==> config.mk <==
export PLATFORM = sky130hd
export DESIGN_NAME = ema_ext_alu
export DESIGN_NICKNAME = d
export VERILOG_FILES = /design/src/ema_ext_alu.v
export VERILOG_INCLUDE_DIRS = /design/src /design/src/src
export SDC_FILE = /design/constraint.sdc
export NUM_CORES = 2
export LEC_CHECK = 0
export BUFFER_PORTS_ARGS = -buffer_cell sky130_fd_sc_hd__buf_4
export CELL_PAD_IN_SITES_DETAIL_PLACEMENT = 0
export CELL_PAD_IN_SITES_GLOBAL_PLACEMENT = 1
export CORE_ASPECT_RATIO = 1.75
export CORE_MARGIN = 2
export CORE_UTILIZATION = 57
export CTS_CLUSTER_SIZE = 40
export DETAILED_ROUTE_END_ITERATION = 10
export GPL_TIMING_DRIVEN = 0
export PLACE_DENSITY_LB_ADDON = 0.1
export REMOVE_ABC_BUFFERS = 1
export SYNTH_ARGS = -nofsm -noshare
export SYNTH_HDL_FRONTEND = slang
export SYNTH_SLANG_ARGS = --single-unit
export TNS_END_PERCENT = 10
==> constraint.sdc <==
create_clock -name pclk -period 29.1 [get_ports pclk]
set_clock_uncertainty 0.05 [all_clocks]
set_input_delay 8.73 -clock pclk [delete_from_list [all_inputs] [get_ports pclk]]
set_output_delay 8.73 -clock pclk [all_outputs]
set_load 0.005 [all_outputs]
==> src/ema_defs.vh <==
// constants for the extended data-memory alu block
// assumes: included by ema_ext_alu.v, byte addresses on a 32-bit apb
`ifndef EMA_DEFS_VH
`define EMA_DEFS_VH

// apb register byte offsets
`define EMA_OFS_CMD 12'h000
`define EMA_OFS_ACC 12'h004
`define EMA_OFS_FLAGS 12'h008
`define EMA_OFS_STAT 12'h00c
`define EMA_OFS_MADDR 12'h010
`define EMA_OFS_MDATA 12'h014

// command word fields
`define EMA_CMD_OP_HI 4
`define EMA_CMD_OP_LO 0
`define EMA_CMD_BIT_HI 10
`define EMA_CMD_BIT_LO 8
`define EMA_CMD_ADR_LO 16

// flag register bit positions
`define EMA_FLG_C 0
`define EMA_FLG_AC 1
`define EMA_FLG_Z 2
`define EMA_FLG_OV 3
`define EMA_FLG_SC 4
`define EMA_FLG_CZ 5
`define EMA_FLG_W 6

// status register bit positions
`define EMA_STAT_BADOP 0

// reset values
`define EMA_RST_ACC 8'h00
`define EMA_RST_FLAGS 6'h00
`define EMA_RST_DATA 32'h0000_0000

// bcd adjust addends and limits
`define EMA_BCD_NINE 4'h9
`define EMA_BCD_LO_ADD 8'h06
`define EMA_BCD_HI_ADD 8'h60

// operation codes
`define EMA_OP_ADC_ACC 5'h00
`define EMA_OP_ADC_MEM 5'h01
`define EMA_OP_ADD_ACC 5'h02
`define EMA_OP_ADD_MEM 5'h03
`define EMA_OP_AND_ACC 5'h04
`define EMA_OP_AND_MEM 5'h05
`define EMA_OP_CLR_MEM 5'h06
`define EMA_OP_CLR_BIT 5'h07
`define EMA_OP_INV_MEM 5'h08
`define EMA_OP_INV_ACC 5'h09
`define EMA_OP_BCD_MEM 5'h0a
`define EMA_OP_DEC_MEM 5'h0b
`define EMA_OP_DEC_ACC 5'h0c
`define EMA_OP_INC_MEM 5'h0d
`define EMA_OP_INC_ACC 5'h0e
`define EMA_OP_MOV_ACC 5'h0f
`define EMA_OP_MOV_MEM 5'h10
`define EMA_OP_OR_ACC 5'h11
`define EMA_OP_OR_MEM 5'h12
`define EMA_OP_RL_MEM 5'h13
`define EMA_OP_RL_ACC 5'h14
`define EMA_OP_RLC_MEM 5'h15
`define EMA_OP_RLC_ACC 5'h16
`define EMA_OP_RR_MEM 5'h17
`define EMA_OP_RR_ACC 5'h18
`define EMA_OP_RRC_MEM 5'h19
`define EMA_OP_RRC_ACC 5'h1a
`define EMA_OP_SBC_ACC 5'h1b
`define EMA_OP_SBC_MEM 5'h1c

`endif

==> src/ema_ext_alu.v <==
// extended data-memory alu: accumulator, flags and data memory
// assumes: apb master on pclk; one command executes per cmd write
`timescale 1ns/1ps
`include "ema_defs.vh"

// Behaviour
// RULE1 - full flat address, no bank selection used
// RULE2 - add with carry, all five flags updated
// RULE3 - plain add, no carry in, flags updated
// RULE4 - and of acc and byte, zero flag only
// RULE5 - or of acc and byte, zero flag only
// RULE6 - clear byte or one bit, no flags
// RULE7 - invert byte to mem or acc, zero only
// RULE8 - bcd adjust adds 00, 06, 60 or 66
// RULE9 - bcd result to memory, only carry changes
// RULE10 - decrement byte to mem or acc, zero only
// RULE11 - increment byte to mem or acc, zero only
// RULE12 - move byte to acc or back, no flags
// RULE13 - rotate left, bit 7 wraps to bit 0
// RULE14 - rotate left through carry
// RULE15 - rotate right, bit 0 wraps to bit 7
// RULE16 - rotate right through carry
// RULE17 - subtract byte and inverted carry, six flags
// RULE18 - carry is inverted borrow on subtract
// RULE19 - acc-destination variants leave memory untouched
// RULE20 - ov, sc, cz follow core arithmetic conventions
module ema_ext_alu #(
    parameter MEM_DEPTH = 384,
    parameter ADDR_W = 9
) (
    input wire pclk,
    input wire presetn,
    input wire psel,
    input wire penable,
    input wire pwrite,
    input wire [11:0] paddr,
    input wire [31:0] pwdata,
    output wire pready,
    output wire pslverr,
    output wire [31:0] prdata
);

reg [7:0] accumulator_ff;
reg [7:0] nxt_accumulator;
reg carry_ff;
reg aux_carry_flag_ff;
reg zero_ff;
reg overflow_flag_ff;
reg secondary_sign_flag_ff;
reg chained_zero_flag_ff;
reg nxt_carry;
reg nxt_aux_carry;
reg nxt_zero;
reg nxt_overflow;
reg nxt_sign;
reg nxt_chained_zero;
reg bad_op_ff;
reg [ADDR_W-1:0] mem_addr_ff;
reg [31:0] prdata_ff;
reg [31:0] nxt_prdata;
reg [7:0] mem [0:MEM_DEPTH-1];

reg [7:0] alu_res;
reg mem_we;
reg acc_we;
reg op_bad;
reg [7:0] bcd_add;
reg [8:0] sum9;
reg [4:0] sum5;
reg [7:0] add_b;
reg add_cin;
reg is_sub;

wire setup = psel & ~penable;
wire wr_acc = psel & penable & pwrite;
wire hit_cmd = (paddr == `EMA_OFS_CMD);
wire hit_acc = (paddr == `EMA_OFS_ACC);
wire hit_flags = (paddr == `EMA_OFS_FLAGS);
wire hit_stat = (paddr == `EMA_OFS_STAT);
wire hit_maddr = (paddr == `EMA_OFS_MADDR);
wire hit_mdata = (paddr == `EMA_OFS_MDATA);
wire hit_any = hit_cmd | hit_acc | hit_flags | hit_stat | hit_maddr
    | hit_mdata;

// command fields come straight off the write data, so the op runs
// on the same edge that completes the cmd write
wire go = wr_acc & hit_cmd;
wire [4:0] op = pwdata[`EMA_CMD_OP_HI:`EMA_CMD_OP_LO];
wire [2:0] bit_sel = pwdata[`EMA_CMD_BIT_HI:`EMA_CMD_BIT_LO];
wire [ADDR_W-1:0] op_addr =
    pwdata[`EMA_CMD_ADR_LO+ADDR_W-1:`EMA_CMD_ADR_LO]; // [RULE1]
wire addr_ok = (op_addr < MEM_DEPTH);
wire [7:0] m = addr_ok ? mem[op_addr] : 8'h00;
wire [7:0] a = accumulator_ff;
wire maddr_ok = (mem_addr_ff < MEM_DEPTH);

// zero-wait slave; only unmapped addresses answer with an error
assign pready = 1'b1;
assign pslverr = psel & penable & ~hit_any;
assign prdata = prdata_ff;

// shared adder for add, add with carry and subtract with borrow
always @*
begin
    is_sub = (op == `EMA_OP_SBC_ACC) || (op == `EMA_OP_SBC_MEM);
    add_b = is_sub ? ~m : m; // [RULE17]
    case (op)
        `EMA_OP_ADC_ACC, `EMA_OP_ADC_MEM:
            add_cin = carry_ff; // [RULE2]
        `EMA_OP_SBC_ACC, `EMA_OP_SBC_MEM:
            add_cin = carry_ff; // [RULE17]
        default:
            add_cin = 1'b0; // [RULE3]
    endcase
    sum9 = {1'b0, a} + {1'b0, add_b} + {8'h00, add_cin};
    sum5 = {1'b0, a[3:0]} + {1'b0, add_b[3:0]} + {4'h0, add_cin};
end

// bcd correction term from the nibbles and current carries
always @*
begin
    bcd_add = 8'h00;
    if ((a[3:0] > `EMA_BCD_NINE) || aux_carry_flag_ff)
    begin
        bcd_add = bcd_add | `EMA_BCD_LO_ADD; // [RULE8]
    end
    if ((a[7:4] > `EMA_BCD_NINE) || carry_ff)
    begin
        bcd_add = bcd_add | `EMA_BCD_HI_ADD; // [RULE8]
    end
end

// result, destination and flag update per operation
always @*
begin
    alu_res = m;
    mem_we = 1'b0;
    acc_we = 1'b0;
    op_bad = 1'b0;
    nxt_carry = carry_ff;
    nxt_aux_carry = aux_carry_flag_ff;
    nxt_zero = zero_ff;
    nxt_overflow = overflow_flag_ff;
    nxt_sign = secondary_sign_flag_ff;
    nxt_chained_zero = chained_zero_flag_ff;
    case (op)
        `EMA_OP_ADC_ACC, `EMA_OP_ADD_ACC, `EMA_OP_SBC_ACC,
        `EMA_OP_ADC_MEM, `EMA_OP_ADD_MEM, `EMA_OP_SBC_MEM:
        begin
            alu_res = sum9[7:0]; // [RULE2] [RULE3]
            // on subtract the adder carry is already not-borrow
            nxt_carry = sum9[8]; // [RULE18]
            nxt_aux_carry = sum5[4];
            nxt_zero = (sum9[7:0] == 8'h00);
            nxt_overflow = (a[7] == add_b[7]) && (sum9[7] != a[7]);
            nxt_sign = nxt_overflow ^ sum9[7]; // [RULE20]
            if (is_sub)
            begin
                // chained zero keeps earlier bytes' zero state [RULE20]
                nxt_chained_zero = nxt_zero & chained_zero_flag_ff;
            end
            acc_we = (op == `EMA_OP_ADC_ACC) || (op == `EMA_OP_ADD_ACC)
                || (op == `EMA_OP_SBC_ACC);
            mem_we = ~acc_we;
        end
        `EMA_OP_AND_ACC, `EMA_OP_AND_MEM:
        begin
            alu_res = a & m; // [RULE4]
            nxt_zero = ((a & m) == 8'h00);
            acc_we = (op == `EMA_OP_AND_ACC);
            mem_we = ~acc_we;
        end
        `EMA_OP_OR_ACC, `EMA_OP_OR_MEM:
        begin
            alu_res = a | m; // [RULE5]
            nxt_zero = ((a | m) == 8'h00);
            acc_we = (op == `EMA_OP_OR_ACC);
            mem_we = ~acc_we;
        end
        `EMA_OP_CLR_MEM:
        begin
            alu_res = 8'h00; // [RULE6]
            mem_we = 1'b1;
        end
        `EMA_OP_CLR_BIT:
        begin
            alu_res = m & ~(8'h01 << bit_sel); // [RULE6]
            mem_we = 1'b1;
        end
        `EMA_OP_INV_MEM, `EMA_OP_INV_ACC:
        begin
            alu_res = ~m; // [RULE7]
            nxt_zero = (m == 8'hff);
            acc_we = (op == `EMA_OP_INV_ACC);
            mem_we = ~acc_we;
        end
        `EMA_OP_BCD_MEM:
        begin
            alu_res = a + bcd_add; // [RULE9]
            // carry only set here, never cleared: a hundred or more
            nxt_carry = carry_ff
                | ((({1'b0, a} + {1'b0, bcd_add}) >> 8) != 9'h000);
            mem_we = 1'b1;
        end
        `EMA_OP_DEC_MEM, `EMA_OP_DEC_ACC:
        begin
            alu_res = m - 8'h01; // [RULE10]
            nxt_zero = (m == 8'h01);
            acc_we = (op == `EMA_OP_DEC_ACC);
            mem_we = ~acc_we;
        end
        `EMA_OP_INC_MEM, `EMA_OP_INC_ACC:
        begin
            alu_res = m + 8'h01; // [RULE11]
            nxt_zero = (m == 8'hff);
            acc_we = (op == `EMA_OP_INC_ACC);
            mem_we = ~acc_we;
        end
        `EMA_OP_MOV_ACC:
        begin
            alu_res = m; // [RULE12]
            acc_we = 1'b1;
        end
        `EMA_OP_MOV_MEM:
        begin
            alu_res = a; // [RULE12]
            mem_we = 1'b1;
        end
        `EMA_OP_RL_MEM, `EMA_OP_RL_ACC:
        begin
            alu_res = {m[6:0], m[7]}; // [RULE13]
            acc_we = (op == `EMA_OP_RL_ACC);
            mem_we = ~acc_we;
        end
        `EMA_OP_RLC_MEM, `EMA_OP_RLC_ACC:
        begin
            alu_res = {m[6:0], carry_ff}; // [RULE14]
            nxt_carry = m[7];
            acc_we = (op == `EMA_OP_RLC_ACC);
            mem_we = ~acc_we;
        end
        `EMA_OP_RR_MEM, `EMA_OP_RR_ACC:
        begin
            alu_res = {m[0], m[7:1]}; // [RULE15]
            acc_we = (op == `EMA_OP_RR_ACC);
            mem_we = ~acc_we;
        end
        `EMA_OP_RRC_MEM, `EMA_OP_RRC_ACC:
        begin
            alu_res = {carry_ff, m[7:1]}; // [RULE16]
            nxt_carry = m[0];
            acc_we = (op == `EMA_OP_RRC_ACC);
            mem_we = ~acc_we;
        end
        default:
        begin
            op_bad = 1'b1;
        end
    endcase
    // out-of-range byte: memory is not written, acc and flags still follow
    mem_we = mem_we & addr_ok; // [RULE19]
end

// accumulator source: command result wins over a plain write
always @*
begin
    nxt_accumulator = accumulator_ff;
    if (go && acc_we)
    begin
        nxt_accumulator = alu_res; // [RULE19]
    end
    else if (wr_acc && hit_acc)
    begin
        nxt_accumulator = pwdata[7:0];
    end
end

// read data is captured in the setup phase and held for access
always @*
begin
    nxt_prdata = prdata_ff;
    if (setup)
    begin
        nxt_prdata = `EMA_RST_DATA;
        if (hit_acc)
        begin
            nxt_prdata[7:0] = accumulator_ff;
        end
        else if (hit_flags)
        begin
            nxt_prdata[`EMA_FLG_W-1:0] = {chained_zero_flag_ff,
                secondary_sign_flag_ff, overflow_flag_ff, zero_ff,
                aux_carry_flag_ff, carry_ff};
        end
        else if (hit_stat)
        begin
            nxt_prdata[`EMA_STAT_BADOP] = bad_op_ff;
        end
        else if (hit_maddr)
        begin
            nxt_prdata[ADDR_W-1:0] = mem_addr_ff;
        end
        else if (hit_mdata && maddr_ok)
        begin
            nxt_prdata[7:0] = mem[mem_addr_ff];
        end
    end
end

always @(posedge pclk or negedge presetn)
begin
    if (!presetn)
    begin
        accumulator_ff <= `EMA_RST_ACC;
        {chained_zero_flag_ff, secondary_sign_flag_ff, overflow_flag_ff,
            zero_ff, aux_carry_flag_ff, carry_ff} <= `EMA_RST_FLAGS;
        bad_op_ff <= 1'b0;
        mem_addr_ff <= {ADDR_W{1'b0}};
        prdata_ff <= `EMA_RST_DATA;
    end
    else
    begin
        accumulator_ff <= nxt_accumulator;
        prdata_ff <= nxt_prdata;
        if (go)
        begin
            carry_ff <= nxt_carry;
            aux_carry_flag_ff <= nxt_aux_carry;
            zero_ff <= nxt_zero;
            overflow_flag_ff <= nxt_overflow;
            secondary_sign_flag_ff <= nxt_sign;
            chained_zero_flag_ff <= nxt_chained_zero;
        end
        else if (wr_acc && hit_flags)
        begin
            carry_ff <= pwdata[`EMA_FLG_C];
            aux_carry_flag_ff <= pwdata[`EMA_FLG_AC];
            zero_ff <= pwdata[`EMA_FLG_Z];
            overflow_flag_ff <= pwdata[`EMA_FLG_OV];
            secondary_sign_flag_ff <= pwdata[`EMA_FLG_SC];
            chained_zero_flag_ff <= pwdata[`EMA_FLG_CZ];
        end
        // sticky bad-op flag, write one to clear; a new set wins
        if (go && op_bad)
        begin
            bad_op_ff <= 1'b1;
        end
        else if (wr_acc && hit_stat && pwdata[`EMA_STAT_BADOP])
        begin
            bad_op_ff <= 1'b0;
        end
        if (wr_acc && hit_maddr)
        begin
            mem_addr_ff <= pwdata[ADDR_W-1:0];
        end
    end
end

// data memory has no reset: contents are undefined until written
always @(posedge pclk)
begin
    if (go && mem_we)
    begin
        mem[op_addr] <= alu_res; // [RULE19]
    end
    else if (wr_acc && hit_mdata && maddr_ok)
    begin
        mem[mem_addr_ff] <= pwdata[7:0];
    end
end

endmodule

==> impl_results.md <==
- Period utilisation layout: 68.0%
- Fin. max-slew vios: 3
- Final Non-Filler Cells: 11.0k
- Violated checks: max-capacitance violations, max-slew violations
- Crit-path cells: buf_4 > or4_1 > nor4_1 > a31oi_1 > buf_4
- Hold-fix buffers, CTS: 0
- Worst-case clock buffer depth: 4
- CP Class: primary input to output pin
- Antenna Nets Post-Route: 0
- Worst path bufs/invs: 2
- Pin count of the biggest net entering global routing: 158
- Synth warn: 0
- PnR worst setup slack: 9.33 ns
- Area Growth Syn to Fin: 10.9%
- Pre-CTS WS: 9.03 ns
- # rows: 247
- Worst hold path depth: 2
- Mapped Area: 147000 um2
- Final setup vio count: 0
- Syn Inst Count: 7480
- Met1 Usage GRT: 43.5%
- Peak Freq: 0.0506 GHz
- CP Depth: 5
- Critical Path RT: 20.32 ns
- CTS tree: done
- GRT Max-Usage Layer: met2
- Number of buffers created by CTS: 290
- Critical Path Source Type: primary input
- Most used cell, CP: buf_4
- Latest clock arrival within the worst-skew pair: 0.90 ns
- DIE AREA: 263000 um2
- Initial antenna violation count: 31
- Gr usage total: 37.3%
- Slew margin rel.: -2.49%
- Routability congestion estimate from global placement: 0.902
- FF+latch count, synth: 3105
- Hold Path Class: register to register
- Final hold vios: 0
- CP endpoint kind: output pin
- Congestion Overflow GR: 0
- Post-synth EDFFs: 3072
- Starting density of the core: 57.1%
- Inst Count DP: 10.5k
- Std-Cell Core Area: 258000 um2
- Max cap viols: 3
- Ys flop type: edfxtp_1
- Post-synth cell types: 88
- Detailed-route wire length per cell: 44.1 um
- Register-to-Register Path Depth: 22
- Crit-path max FO: 4
- Mean post-synth cell area: 19.7 um2
- Worst VDD drop: 0.0542 mV
- Met3 usage: 8.45%
- Power Dens Cells: 59.8 nW/um2
- Most frequent cells in the layout: edfxtp_1 (3072), mux4_2 (1697), nor2_1 (499)
- CTS Root Buffer Type: clkbuf_16
- Die height: 677 um
- Most common cell after layout, fill and taps aside: edfxtp_1
- Vias in the first global route: 86.3k
- Critical path arrival: 10.99 ns
- Die width: 388 um
- Port bufs: 46
- Layout cells sized above 1: 32.5%
- RSZ-0062 raised after global routing: false
- CTS H-tree lvls: 5
- Total wire length: 487 mm
- CTS Sinks: 3105
- DR vias: 83.8k
- Post-cts resize count: 0
- Crit-path leading delay family: simple AND/OR/NAND/NOR gates
- Final nets: 7479
- Largest stage delay on the critical path: 1.14 ns
- Postcts setup bufs: 0
- Async set-reset flop share out of synthesis: 1.06%
- Remaining DRCs: 0
- Worst path slowest cell: nor4_1
- Sequential area share after synthesis: 63.1%
- Iter 0 DRT Violations: 11.3k
- DP Wirelength: 326 mm
- 1st-pass router iterations: 10
- Least-Margin Pin Slew: 1.51 ns
- IO Pins: 83
- Tmin final: 19.77 ns
- M2 GR Usage: 60.4%
- LEAKAGE: 49.4 nW
- Status: complete, but fails checks
- Via/cell ratio: 7.60
- Wire length of the first global-routing pass: 675 mm
- Reg clk slew, reported paths: 0.06 ns
power by group:
group / leakage (nW) / total [W] / internal, W / switching [W]
clock network: 4.36 / 0.00373 / 0.00205 / 0.00168
registers: 28.3 / 0.00515 / 0.00515 / 0.000000654
logic: 16.8 / 0.000890 / 0.000282 / 0.000608
total: 49.4 / 0.00977 / 0.00748 / 0.00229
cells in the mapped netlist (18+ instances only):
cell type	number	area share (%)
edfxtp_1	3072	63
mux4_2	1697	26
nor2_1	502	1.3
mux2i_1	301	2.0
clkbuf_1	296	0.75
nand2_1	182	0.46
a22oi_1	176	0.90
a21oi_1	171	0.58
buf_2	128	0.43
buf_1	113	0.29
o21ai_0	72	0.24
buf_4	59	0.30
mux2_2	50	0.38
nor3_1	45	0.15
buf_6	40	0.31
o22ai_1	34	0.14
dfrtp_1	33	0.56
nand3_1	33	0.11
a211oi_1	27	0.14
a221oi_1	26	0.15
inv_1	25	0.064
nand2b_1	20	0.085
and2_1	18	0.076
cells by family (layout without fill, tap and decap cells):
kind of cell               count (synthesis)  count (layout)  share of synthesized area, %
AOI/OAI and AO/OA                        711             711                          3.35
xor gates and xnor gates                  22              22                         0.131
and+or+nand+nor                          905             905                          2.67
muxes                                   2049            2049                          28.4
buffers and inverters                    669             792                          2.20
adders and majority gates                 17              17                         0.160
DFF                                     3105            3105                          63.1
other                                      2              58                       0.00509
worst register-to-register path: stages (launching register included):
cell and delay (ns):
edfxtp_1 0.40, mux4_2 0.49, a22oi_1 0.23, a21oi_1 0.13
nor3_1 1.09, a21oi_1 0.73, a32oi_1 1.06, xnor2_1 0.21
fa_1 0.47, a21o_1 0.18, a21oi_1 0.22, nor2b_1 0.08
o21a_1 0.23, o41ai_1 0.71, xnor2_1 0.19, a221o_1 0.34
a211o_1 0.24, a211oi_1 0.40, o21ai_0 0.17, o221a_1 0.31
mux2_8 0.53, buf_16 0.31, buf_16 0.53
per-stage QoR:
step	area, um2	power, W	setup TNS (ns)	hold slack, ns	util [%]
2_1_floorplan	144000	0.00583	-3417.43	0.400	-
3_3_place_gp	149000	0.00652	-	0.420	57.7
3_5_place_dp	155000	0.00612	0	0.431	59.9
4_1_cts	163000	0.00977	0	0.445	63.3
5_1_grt	163000	0.00997	0	0.479	63.3
6_report	163000	0.00977	0	0.442	63.4
cell type report:
| type | instances | area, um2 |
|---|---|---|
| antenna | 34 | 85.1 |
| multi-input combinational | 3728 | 51600 |
| clock buffer | 349 | 7630 |
| sequential | 3105 | 93100 |
| inverter | 29 | 121 |
| tap | 3361 | 4210 |
| clock inverter | 155 | 1270 |
| timing repair buffer | 259 | 5490 |
| fill | 17500 | 94600 |
layer usage:
metal  part of all wire (%)  vias to the layer above
li1                       -                    32200
met1                     32                    44800
met2                     50                     5386
met3                    9.7                     1438
met4                    9.0                       20
met5                  0.031                        -
registers in the layout, summed over array words and instances, names as in the netlist:
register                cells
bad_op_ff                   1
carry_ff                    1
chained_zero_flag_ff        1
a                           8
zero_ff                     1
secondary_sign_flag_ff      1
mem                      3072
prdata                      9
mem_addr_ff                 9
overflow_flag_ff            1
aux_carry_flag_ff           1
final timing paths:
path | start | end | slack, ns
min in group asynchronous | presetn | zero_ff | 7.77
max in group asynchronous | presetn | mem_addr_ff[1] | 20.80
min reg2reg | prdata[3] | prdata[3] | 0.44
max reg2reg | mem[3][0] | mem[217][7] | 19.06
max | paddr[6] | pslverr | 9.33
min | prdata[3] | prdata[3] | 0.44
No activity file was read; power rests on OpenSTA's default activity.
